$ cat config.mk
export PLATFORM = sky130hd
export DESIGN_NAME = usart_sync_slave_baud_gen
export DESIGN_NICKNAME = d
export VERILOG_FILES = /design/src/usart_pkg.sv /design/src/usart_sync_slave_baud_gen.sv
export VERILOG_INCLUDE_DIRS = /design/src
export SDC_FILE = /design/constraint.sdc
export NUM_CORES = 1
export LEC_CHECK = 0
export BUFFER_PORTS_ARGS = -buffer_cell sky130_fd_sc_hd__buf_2
export CORE_ASPECT_RATIO = 1.75
export CORE_MARGIN = 3
export CORE_UTILIZATION = 45
export DETAILED_ROUTE_END_ITERATION = 8
export PLACE_DENSITY = 0.75
export SLEW_MARGIN = 15
export SYNTH_ARGS = -nofsm -noshare
export SYNTH_HDL_FRONTEND = slang
export SYNTH_SLANG_ARGS = --single-unit
$ cat constraint.sdc
create_clock -name pclk -period 3.2 [get_ports pclk]
set_input_delay 0 -clock pclk [delete_from_list [all_inputs] [get_ports pclk]]
set_output_delay 0 -clock pclk [all_outputs]
set_load 0.1 [all_outputs]
$ cat src/usart_params.svh
// offsets, field positions, reset values and counts of the serial port
//----------------------------------------------------------------------
`ifndef USART_PARAMS_SVH
`define USART_PARAMS_SVH
// register indices; byte address is four times the index
`define IDX_RX_CTL 8'h18
`define IDX_TX_CTL 8'h98
`define IDX_DIV 8'h99
`define IDX_TX_BUF 8'h19
`define IDX_RX_BUF 8'h1a
`define IDX_FLAGS 8'h0c
`define IDX_INT_EN 8'h8c
// field positions
`define B_TRANSMIT_INTERRUPT_ENABLE 4
`define B_RECEIVE_INTERRUPT_ENABLE 5
`define B_TRANSMIT_BUFFER_FREE_FLAG 4
`define B_RECEIVE_COMPLETE_FLAG 5
// reset values
`define RST_TX_CTL 8'h02
`define RST_RX_CTL 8'h00
`define RST_DIV 8'h00
// bit periods less one, in oscillator clocks per (divisor+1)
`define PRE_ASYNC_LO 6'd63
`define PRE_ASYNC_HI 6'd15
`define PRE_SYNC 6'd3
`define BITS_8 4'd8
`define BITS_9 4'd9
`endif

$ cat src/usart_pkg.sv
// types shared by the serial port
package usart_pkg;
    typedef struct packed {
        logic clock_source_select;
        logic tx9;
        logic transmit_enable;
        logic sync;
        logic high_speed_baud_select;
        logic tx_ninth_bit_value;
    } tx_ctl_s;
    typedef struct packed {
        logic serial_port_enable;
        logic rx9;
        logic single_receive_enable;
        logic continuous_receive_enable;
    } rx_ctl_s;
    typedef enum logic [1:0] {
        TX_IDLE = 2'b01,
        TX_SHIFT = 2'b10
    } tx_state_e;
endpackage

$ cat src/usart_sync_slave_baud_gen.sv
// serial port: baud generator, clocked master/slave shifting, apb registers
`timescale 1ns/1ps
`default_nettype none
`include "usart_params.svh"
module usart_sync_slave_baud_gen import usart_pkg::*; (
    input wire logic pclk,
    input wire logic presetn,
    input wire logic psel,
    input wire logic penable,
    input wire logic pwrite,
    input wire logic [31:0] paddr,
    input wire logic [31:0] pwdata,
    output logic [31:0] prdata,
    output logic pready,
    output logic pslverr,
    input wire logic ck_in,
    output logic ck_out,
    output logic ck_oe,
    input wire logic dt_in,
    output logic dt_out,
    output logic dt_oe,
    output logic baud_tick,
    output logic wake_irq
);
    //------------------------------------------------------------------
    // registers and bus decode
    //------------------------------------------------------------------
    tx_ctl_s txc;
    rx_ctl_s rxc;
    logic [7:0] baud_divisor;
    logic [7:0] tx_hold;
    logic [7:0] rx_hold;
    logic rx_ninth_bit_value;
    logic overrun_error_flag;
    logic transmit_buffer_free_flag;
    logic receive_complete_flag;
    logic transmit_interrupt_enable;
    logic receive_interrupt_enable;
    logic shift_register_empty;
    logic [7:0] idx;
    logic mapped;
    logic wr_acc;
    logic rd_acc;
    logic [7:0] rd_val;
    // named copies so the reset fields can be sliced
    localparam logic [7:0] TX_RST = `RST_TX_CTL;
    localparam logic [7:0] RX_RST = `RST_RX_CTL;

    assign idx = paddr[9:2];
    assign mapped = paddr[31:10] == 22'h0 && paddr[1:0] == 2'b00 &&
        (idx == `IDX_RX_CTL || idx == `IDX_TX_CTL || idx == `IDX_DIV ||
         idx == `IDX_TX_BUF || idx == `IDX_RX_BUF ||
         idx == `IDX_FLAGS || idx == `IDX_INT_EN);
    assign wr_acc = psel && penable && pwrite && mapped;
    assign rd_acc = psel && penable && !pwrite && mapped;
    assign pready = 1'b1;
    assign pslverr = psel && penable && !mapped;

    always_comb begin
        rd_val = 8'h00;
        case (idx)
            // bit 3 of both control registers reads zero
            `IDX_TX_CTL: rd_val = {txc.clock_source_select, txc.tx9, txc.transmit_enable, txc.sync,
                1'b0, txc.high_speed_baud_select, shift_register_empty, txc.tx_ninth_bit_value};
            `IDX_RX_CTL: rd_val = {rxc.serial_port_enable, rxc.rx9, rxc.single_receive_enable, rxc.continuous_receive_enable,
                1'b0, 1'b0, overrun_error_flag, rx_ninth_bit_value};
            `IDX_DIV: rd_val = baud_divisor;
            `IDX_RX_BUF: rd_val = rx_hold;
            `IDX_FLAGS: rd_val = {2'b00, receive_complete_flag, transmit_buffer_free_flag, 4'h0};
            `IDX_INT_EN: rd_val = {2'b00, receive_interrupt_enable, transmit_interrupt_enable, 4'h0};
            default: rd_val = 8'h00;
        endcase
    end

    // read data is captured in the setup cycle so the access needs no wait
    always_ff @(posedge pclk or negedge presetn) begin
        if (!presetn) begin
            prdata <= 32'h0;
        end else if (psel && !penable) begin
            prdata <= {24'h0, rd_val};
        end
    end

    always_ff @(posedge pclk or negedge presetn) begin
        if (!presetn) begin
            txc <= tx_ctl_s'({TX_RST[7:4], TX_RST[2], TX_RST[0]});
            rxc <= rx_ctl_s'(RX_RST[7:4]);
            baud_divisor <= `RST_DIV;
            transmit_interrupt_enable <= 1'b0;
            receive_interrupt_enable <= 1'b0;
        end else if (wr_acc) begin
            case (idx)
                `IDX_TX_CTL: txc <= tx_ctl_s'({pwdata[7:4], pwdata[2],
                    pwdata[0]});
                `IDX_RX_CTL: rxc <= rx_ctl_s'(pwdata[7:4]);
                `IDX_DIV: baud_divisor <= pwdata[7:0];
                `IDX_INT_EN: begin
                    transmit_interrupt_enable <= pwdata[`B_TRANSMIT_INTERRUPT_ENABLE];
                    receive_interrupt_enable <= pwdata[`B_RECEIVE_INTERRUPT_ENABLE];
                end
                default: ;
            endcase
        end
    end

    //------------------------------------------------------------------
    // baud rate generator
    //------------------------------------------------------------------
    logic [7:0] div_cnt;
    logic [5:0] pre_cnt;
    logic [5:0] pre_max;
    logic div_wr;
    logic master;
    logic m_rise;
    logic m_fall;

    assign div_wr = wr_acc && idx == `IDX_DIV;
    assign master = rxc.serial_port_enable && txc.sync && txc.clock_source_select;
    always_comb begin
        if (txc.sync) begin
            pre_max = `PRE_SYNC;
        end else if (txc.high_speed_baud_select) begin
            pre_max = `PRE_ASYNC_HI;
        end else begin
            pre_max = `PRE_ASYNC_LO;
        end
    end

    // divisor runs innermost so the clocked-mode clock is a clean square
    always_ff @(posedge pclk or negedge presetn) begin
        if (!presetn) begin
            div_cnt <= 8'h00;
            pre_cnt <= 6'h00;
        end else if (div_wr || !rxc.serial_port_enable) begin
            div_cnt <= 8'h00;
            pre_cnt <= 6'h00;
        end else if (div_cnt == baud_divisor) begin
            div_cnt <= 8'h00;
            pre_cnt <= (pre_cnt == pre_max) ? 6'h00 : pre_cnt + 6'h01;
        end else begin
            div_cnt <= div_cnt + 8'h01;
        end
    end

    assign baud_tick = rxc.serial_port_enable && !div_wr &&
        div_cnt == baud_divisor && pre_cnt == pre_max;
    assign m_fall = master && baud_tick;
    assign m_rise = master && !div_wr && div_cnt == baud_divisor &&
        pre_cnt == (pre_max >> 1);

    always_ff @(posedge pclk or negedge presetn) begin
        if (!presetn) begin
            ck_out <= 1'b0;
        end else if (!master || m_fall) begin
            ck_out <= 1'b0;
        end else if (m_rise) begin
            ck_out <= 1'b1;
        end
    end
    assign ck_oe = master;

    //------------------------------------------------------------------
    // pin synchronisers: a change counts once stages two and three agree
    //------------------------------------------------------------------
    logic [2:0] ck_sy;
    logic [2:0] dt_sy;
    logic ck_lvl;
    logic dt_lvl;
    logic s_rise;
    logic s_fall;
    logic sh_rise;
    logic sh_fall;

    always_ff @(posedge pclk or negedge presetn) begin
        if (!presetn) begin
            ck_sy <= 3'b000;
            dt_sy <= 3'b000;
        end else begin
            ck_sy <= {ck_sy[1:0], ck_in};
            dt_sy <= {dt_sy[1:0], dt_in};
        end
    end

    always_ff @(posedge pclk or negedge presetn) begin
        if (!presetn) begin
            ck_lvl <= 1'b0;
            dt_lvl <= 1'b0;
        end else begin
            if (ck_sy[1] == ck_sy[2]) begin
                ck_lvl <= ck_sy[2];
            end
            if (dt_sy[1] == dt_sy[2]) begin
                dt_lvl <= dt_sy[2];
            end
        end
    end

    // slave edges depend on no core activity, so shifting goes on in halt
    assign s_rise = ck_sy[1] && ck_sy[2] && !ck_lvl;
    assign s_fall = !ck_sy[1] && !ck_sy[2] && ck_lvl;
    assign sh_rise = master ? m_rise :
        (rxc.serial_port_enable && txc.sync && !txc.clock_source_select && s_rise);
    assign sh_fall = master ? m_fall :
        (rxc.serial_port_enable && txc.sync && !txc.clock_source_select && s_fall);

    //------------------------------------------------------------------
    // transmit path
    //------------------------------------------------------------------
    tx_state_e tx_st;
    logic [8:0] transmit_shift_register;
    logic [3:0] tx_cnt;
    logic tx_load;
    logic tx_done;
    logic buf_wr;

    assign buf_wr = wr_acc && idx == `IDX_TX_BUF;
    assign tx_load = tx_st == TX_IDLE && !transmit_buffer_free_flag && txc.transmit_enable && rxc.serial_port_enable &&
        txc.sync;
    assign tx_done = tx_st == TX_SHIFT && sh_fall && tx_cnt == 4'd1;
    assign shift_register_empty = tx_st == TX_IDLE;

    always_ff @(posedge pclk or negedge presetn) begin
        if (!presetn) begin
            tx_hold <= 8'h00;
        end else if (buf_wr) begin
            tx_hold <= pwdata[7:0];
        end
    end

    // the free flag is cleared by a buffer write, set when the shifter
    // takes the word; a write in the same cycle as a load leaves the flag set and its word unsent
    always_ff @(posedge pclk or negedge presetn) begin
        if (!presetn) begin
            transmit_buffer_free_flag <= 1'b1;
        end else if (tx_load) begin
            transmit_buffer_free_flag <= 1'b1;
        end else if (buf_wr) begin
            transmit_buffer_free_flag <= 1'b0;
        end
    end

    always_ff @(posedge pclk or negedge presetn) begin
        if (!presetn) begin
            tx_st <= TX_IDLE;
            transmit_shift_register <= 9'h000;
            tx_cnt <= 4'h0;
            dt_out <= 1'b0;
        end else begin
            case (tx_st)
                TX_IDLE: begin
                    if (tx_load) begin
                        tx_st <= TX_SHIFT;
                        transmit_shift_register <= {txc.tx_ninth_bit_value, tx_hold};
                        tx_cnt <= txc.tx9 ? `BITS_9 : `BITS_8;
                        dt_out <= tx_hold[0];
                    end
                end
                TX_SHIFT: begin
                    if (!txc.transmit_enable || !rxc.serial_port_enable) begin
                        tx_st <= TX_IDLE;
                    end else if (tx_done) begin
                        tx_st <= TX_IDLE;
                    end else if (sh_fall) begin
                        transmit_shift_register <= {1'b0, transmit_shift_register[8:1]};
                        dt_out <= transmit_shift_register[1];
                        tx_cnt <= tx_cnt - 4'd1;
                    end
                end
                default: tx_st <= TX_IDLE;
            endcase
        end
    end

    //------------------------------------------------------------------
    // receive path
    //------------------------------------------------------------------
    logic rx_en;
    logic [8:0] receive_shift_register;
    logic [3:0] rx_cnt;
    logic [3:0] rx_len;
    logic rx_done;
    logic rx_rd;

    // single receive only matters in master mode
    assign rx_en = rxc.serial_port_enable && txc.sync &&
        (rxc.continuous_receive_enable || (txc.clock_source_select && rxc.single_receive_enable));
    assign rx_len = rxc.rx9 ? `BITS_9 : `BITS_8;
    assign rx_done = rx_en && sh_rise && rx_cnt == rx_len - 4'd1;
    assign rx_rd = rd_acc && idx == `IDX_RX_BUF;
    assign dt_oe = rxc.serial_port_enable && txc.sync && txc.transmit_enable && !rx_en;

    always_ff @(posedge pclk or negedge presetn) begin
        if (!presetn) begin
            receive_shift_register <= 9'h000;
            rx_cnt <= 4'h0;
        end else if (!rx_en) begin
            rx_cnt <= 4'h0;
        end else if (sh_rise) begin
            receive_shift_register <= {dt_lvl, receive_shift_register[8:1]};
            rx_cnt <= rx_done ? 4'h0 : rx_cnt + 4'd1;
        end
    end

    // an eight-bit word arrives in the top of the shifter
    always_ff @(posedge pclk or negedge presetn) begin
        if (!presetn) begin
            rx_hold <= 8'h00;
            rx_ninth_bit_value <= 1'b0;
        end else if (rx_done && !receive_complete_flag) begin
            rx_hold <= rxc.rx9 ? receive_shift_register[8:1] : {dt_lvl, receive_shift_register[8:2]};
            rx_ninth_bit_value <= rxc.rx9 ? dt_lvl : 1'b0;
        end
    end

    // completion wins over a read of the buffer in the same cycle
    always_ff @(posedge pclk or negedge presetn) begin
        if (!presetn) begin
            receive_complete_flag <= 1'b0;
        end else if (rx_done) begin
            receive_complete_flag <= 1'b1;
        end else if (rx_rd) begin
            receive_complete_flag <= 1'b0;
        end
    end

    // a word finished while the last one is unread is lost
    always_ff @(posedge pclk or negedge presetn) begin
        if (!presetn) begin
            overrun_error_flag <= 1'b0;
        end else if (!rxc.continuous_receive_enable) begin
            overrun_error_flag <= 1'b0;
        end else if (rx_done && receive_complete_flag) begin
            overrun_error_flag <= 1'b1;
        end
    end

    // wake line also serves as the core interrupt request
    always_ff @(posedge pclk or negedge presetn) begin
        if (!presetn) begin
            wake_irq <= 1'b0;
        end else begin
            wake_irq <= (transmit_buffer_free_flag && transmit_interrupt_enable) || (receive_complete_flag && receive_interrupt_enable);
        end
    end
endmodule // usart_sync_slave_baud_gen
`default_nettype wire

## Word level (Yosys, flattened, before mapping)

Cells that the tools add are included.

- Equality and inequality tests: 23
- $add $sub $neg: 5
- Reduce and logical (&&, ||, !) cells: 83
- Mux-type cells: 44

Operators with widths:

| cell | number |
|---|---|
| case mux 8 bit (6 select lines) | 1 |
| logical AND 1 bit | 44 |
| two-way mux 9 bit | 4 |
| two-way mux 6 bit | 5 |
| two-way mux 4 bit | 7 |
| == test 8 x 5 -> 1 bit (second input constant) | 3 |
| == test 8 bit (second input constant) | 3 |
| two-way mux 8 bit | 3 |
| zero test 22 bit | 1 |
| case mux 9 bit (2 select lines) | 1 |
| two-way mux 1 bit | 17 |
| zero test 1 bit | 14 |
| AND reduction 2 bit | 6 |
| logical OR 1 bit | 11 |
| nonzero test 2 bit | 5 |
| adder 8 x 1 -> 8 bit (second input constant) | 1 |
| == test 8 x 4 -> 1 bit (second input constant) | 1 |
| == test 8 bit | 1 |
| inequality test 2 bit (second input constant) | 4 |
| case mux 4 bit (2 select lines) | 1 |
| subtractor 4 x 1 -> 4 bit (second input constant) | 2 |
| adder 6 x 1 -> 6 bit (second input constant) | 1 |
| == test 6 x 5 -> 1 bit | 1 |
| == test 6 bit | 1 |
| 13 further kinds | 17 |

- Output and inout port bits: 40
- Flip-flop bits (word level): 101
- Word-level logic and storage cells: 189

## Longest topological paths before layout

- Depth after elaboration: 21
- Gate-level depth with buffers: 9

## Worst setup path before layout

No wires, ideal clock.

- Path type: register -> register
- Start point: register pre_cnt[3]
- End point: register rx_hold[0]
- Cell stages (with the launch flop): 7
- Buffers on the path: 0
- Setup time: 0.125 ns
- Path slack: 0.872 ns
- Clock period less this slack: 2.328 ns
- Data required time: 3.075 ns
- Arrival: 2.204 ns
- Path through: dfrtp_1 -> or4b_4 -> nor2_1 -> nand4bb_1 -> o21a_2 -> nor4_4 -> mux2_2

- Word-level cells in the longest chain between the ends: 6

Ends and longest elaborated chain:

| element | RTL line | RTL |
|---|---|---|
| start: declaration | usart_sync_slave_baud_gen.sv:110 | `logic [5:0] pre_cnt;` |
| start signal: assignment | usart_sync_slave_baud_gen.sv:139 | `pre_cnt <= (pre_cnt == pre_max) ? 6'h00 : pre_cnt + 6'h01;` |
| == test 6 x 5 -> 1 bit | usart_sync_slave_baud_gen.sv:149 | `pre_cnt == (pre_max >> 1);` |
| logical AND 1 bit | usart_sync_slave_baud_gen.sv:148 | `assign m_rise = master && !div_wr && div_cnt == baud_divisor &&` |
| two-way mux 1 bit | usart_sync_slave_baud_gen.sv:201 | `assign sh_rise = master ? m_rise :` |
| logical AND 1 bit (2 in a row) | usart_sync_slave_baud_gen.sv:288 | `assign rx_done = rx_en && sh_rise && rx_cnt == rx_len - 4'd1;` |
| logical AND 1 bit | usart_sync_slave_baud_gen.sv:309 | `end else if (rx_done && !receive_complete_flag) begin` |
| end signal: assignment | usart_sync_slave_baud_gen.sv:310 | `rx_hold <= rxc.rx9 ? receive_shift_register[8:1] : {dt_lvl, receive_shift_register[8:2]};` |
| end: declaration | usart_sync_slave_baud_gen.sv:32 | `logic [7:0] rx_hold;` |

No other way between the ends.
A chain may end at the register's enable or synchronous reset.

## Worst setup path in the final report

- Start point: register pre_cnt[3]
- End point: register rx_hold[2]

The elaborated chain is that of the path after synthesis.

==> results_tabular.tex <==
\begin{tabular}{lr}
\hline
Metric & Value \\
\hline
\multicolumn{2}{l}{\textbf{Synthesis}} \\
Yosys warns & 0 \\
Post-Syn Instances & 460 \\
Share of synthesized flip-flops with an asynchronous set or reset & 1.00 \\
Flip-flop and latch count after synthesis & 99 \\
Commonest register cell after synthesis & dfrtp\_1 \\
Share of the yosys chip area belonging to registers & 0.486 \\
Average cell area after synthesis & roughly 11 um\^{}2 \\
Mapped Area & a little over 0.005 mm\^{}2 \\
Unique cell type count in the Yosys netlist & 61 \\
Number of flops mapped to enable cells by yosys & 0 \\
\multicolumn{2}{l}{\textbf{Global route}} \\
Gr ovfl total & 0 \\
Antenna violations before repair & 0 \\
Pin count of the biggest net entering global routing & 48 \\
First-pass GRT wire length & 19,600 um \\
Number of global-route vias before repair & roughly 4k \\
Total routing usage reported by global routing & 0.199 \\
\multicolumn{2}{l}{\textbf{Placed design}} \\
PortBufs & slightly above 60 \\
Estimated wirelength of the detail-placed design & around 8900 um \\
Routability-driven placement congestion ratio & $\sim$0.85 \\
Setup slack at placement & 0.508 ns \\
Number of placed instances with taps included & 640 \\
\multicolumn{2}{l}{\textbf{Setup path}} \\
Cell Chain, Critical Path & or4b\_4 > nor2\_1 > nand4bb\_1 > o21a\_2 > nor4\_4 > mux2\_2 \\
Largest delay share family, worst path & simple AND/OR/NAND/NOR gates \\
CP max FO & 9 \\
Element type at the critical path end & flop \\
Critical Path Source Type & flop \\
Buf+Inv Stages, Crit Path & 0 \\
Delay of the slowest cell on the worst path & around 0.57 ns \\
Slowest-stage cell, CP & nor4\_4 \\
Required time of the worst setup path & 3.44 ns \\
Path type of the worst setup path & flop to flop \\
Endpoint arrival time on the critical path & 2.91 ns \\
\multicolumn{2}{l}{\textbf{Detailed routing}} \\
First DRT Iteration DRCs & 256 \\
Via count & 3,803 \\
Routed via count divided by cell count & around 5.7 \\
Number of nets with antenna violations after detailed routing & 0 \\
Routed length per placed instance & 17.7 um \\
DR DRC count & 0 \\
Count of TritonRoute iterations in the first routing pass & 4 \\
Total Wirelength & 11,800 um \\
\multicolumn{2}{l}{\textbf{STA}} \\
Final setup margin & approximately 0.52 ns \\
Final-report setup violation count & 0 \\
Aggregate negative setup slack & 0 ns \\
Hold violation count in the final report & 0 \\
Tmin final & about 2.7 ns \\
Worst hold-check slack & around 0.1 ns \\
Max-slew violations & 0 \\
RSZ-0062 raised after global routing & false \\
Worst Clk Skew & around 0.0096 ns \\
Fraction of the cycle the final worst path needs & 0.837 \\
Headroom to the max-slew limit & 0.387 \\
Maximum achievable frequency & roughly 0.37 GHz \\
Slew at the pin with the worst max-slew slack & around 0.9 ns \\
\multicolumn{2}{l}{\textbf{CTS}} \\
Clock-pin slew on the worst setup and hold paths & $\sim$0.070 ns \\
Number of clock sinks & 99 \\
CTS tree & done \\
H-tree levels & 3 \\
Post-CTS setup buffers & 0 \\
CTS max path bufs & 2 \\
Library cell used as clock root buffer & clkbuf\_16 \\
TritonCTS buffer count & 9 \\
Clock latency on the worst-skew pair & about 0.35 ns \\
\multicolumn{2}{l}{\textbf{Outcome}} \\
Outcome & finished clean \\
\multicolumn{2}{l}{\textbf{Power}} \\
Largest vdd supply drop & 0.385 mV \\
Lkg Pwr & 2.88 nW \\
Power density over cell area & $\sim$440 mW/mm\^{}2 \\
\multicolumn{2}{l}{\textbf{Layout}} \\
Number of nets in the finished design & 613 \\
Fraction of layout instances using a drive strength above 1 & 0.266 \\
Final antenna diode count & 0 \\
Area added between synthesis and finish & 15.2\% \\
Final core area utilization & 0.540 \\
Count of placed standard cells in the final layout, fillers left out & $\sim$670 \\
\multicolumn{2}{l}{\textbf{Floorplan}} \\
Starting Density & 0.469 \\
Area of the core region & 0.0109 mm\^{}2 \\
Standard-cell rows & 50 \\
Width of the chip & slightly below 90 um \\
Die Y-Extent & around 150 um \\
Area of the die & 0.0127 mm\^{}2 \\
Top-level port count & 111 \\
\multicolumn{2}{l}{\textbf{Run}} \\
\# Max-Cap Violations & 0 \\
\multicolumn{2}{l}{\textbf{Hold path}} \\
Class of the tightest hold or removal check & input port to flop \\
\hline
\end{tabular}
## per-stage QoR
stage,cell area (um^2),total power [mW]
after floorplan,5190,1.47
after global placement,5460,1.51
after detailed placement,5460,1.52
after CTS,5880,2.62
after global routing,5880,2.69
final,5880,2.61
## repair_timing
item                                    in CTS  in global routing
hold buffers                                12                  0
gates resized for setup                      0                  0
hold endpoints to repair                    71                  0
endpoints found under the setup margin       0                  0
## layout make-up
cell class	count	area, um^2
multi-input combinational	324	2390
inverter	20	75.1
fill	947	5000
timing repair buffer	79	473
clock buffer	10	229
clock inverter	6	71.3
sequential	99	2480
tap	130	163
## cell usage after synthesis, types with 3 or more instances
cell	count	area [um^2]
nand4b_1	6	52.6
nor3_1	6	30.0
nand3_1	15	75.1
a221o_1	8	80.1
nor2_1	24	90.1
nor4_1	7	43.8
and3_1	9	56.3
and2_1	10	62.6
nand2b_1	4	25.0
clkbuf_1	11	41.3
o22ai_1	5	31.3
nor4b_1	4	35.0
mux2_2	52	586
a22o_1	6	52.6
nand2_1	27	101
xor2_1	7	61.3
mux2i_1	10	100
nor2b_1	5	31.3
xnor2_1	10	87.6
buf_2	3	15.0
nand4_1	7	43.8
a31oi_1	3	18.8
ha_1	9	113
o21ai_0	14	70.1
a21oi_1	11	55.1
buf_4	25	188
dfrtp_1	97	2430
a221oi_1	7	61.3
inv_1	20	75.1
## flip-flops by register name, indices dropped and copies added, names as in the netlist, 4 cells and up
register,count
prdata,8
tx_hold,8
rx_cnt,4
tx_cnt,4
transmit_shift_register,9
rx_hold,8
receive_shift_register,8
pre_cnt,6
div_cnt,8
baud_divisor,8
rxc,4
txc,6
## kinds of logic (layout without fill, tap and decap cells)
logic type	after synthesis	after routing	synth area share
fa+ha+maj	10	10	0.0240
other cells	2	25	0.00147
flops	99	99	0.486
mux	62	62	0.134
simple gates	141	141	0.161
buf+inv	60	115	0.0632
compound gates	69	69	0.101
xor+xnor	17	17	0.0292
## cell usage in the layout (no fill, tap or decap), drive strengths merged, types with 8 or more instances in the layout
master,synthesis,routed
dfrtp,97,97
ha,9,9
dlygate4sd3,0,12
mux2i,10,10
mux2,52,52
nor2,24,24
nand3,15,15
conb,2,25
inv,20,22
buf,29,67
a221o,8,8
o21ai,14,14
a21oi,11,11
xnor2,10,10
nand2,27,27
and3,9,9
and2,10,10
nor4,8,8
clkbuf,11,10
## report_power, final
part	total [mW]	internal, mW	switching, mW	leakage (nW)
clock	1.10	0.613	0.489	0.140
combinational	0.243	0.0455	0.197	1.41
sequential	1.26	1.26	0.00447	1.33
## layer usage
metal,up-vias,part of all wire,track usage
li1,1762,-,-
met2,140,0.55,0.361
met3,28,0.052,0.0370
met5,-,0,0
met1,1873,0.36,0.214
met4,0,0.039,0.101
## worst min-delay path, cell delays in order
cell	delay, ns
buf_2	0.11
nand2_1	0.07
nor2_1	0.04
nand4_1	0.08
nand2_1	0.05
o21ai_0	0.06
## worst paths after layout
kind / end / cells after the start / slack [ns] / from
hold reg to reg: ck_sy[1] / 0 / 0.35 / ck_sy[0]
setup / recovery: rx_hold[2] / 6 / 0.52 / pre_cnt[3]
hold / removal: receive_complete_flag / 6 / 0.1 / penable
max in group asynchronous: transmit_buffer_free_flag / 3 / 2.19 / presetn
min in group asynchronous: receive_shift_register[3] / 2 / 0.19 / presetn
setup reg to reg: rx_hold[2] / 6 / 0.52 / pre_cnt[3]
No activity file was read; power rests on OpenSTA's default activity.
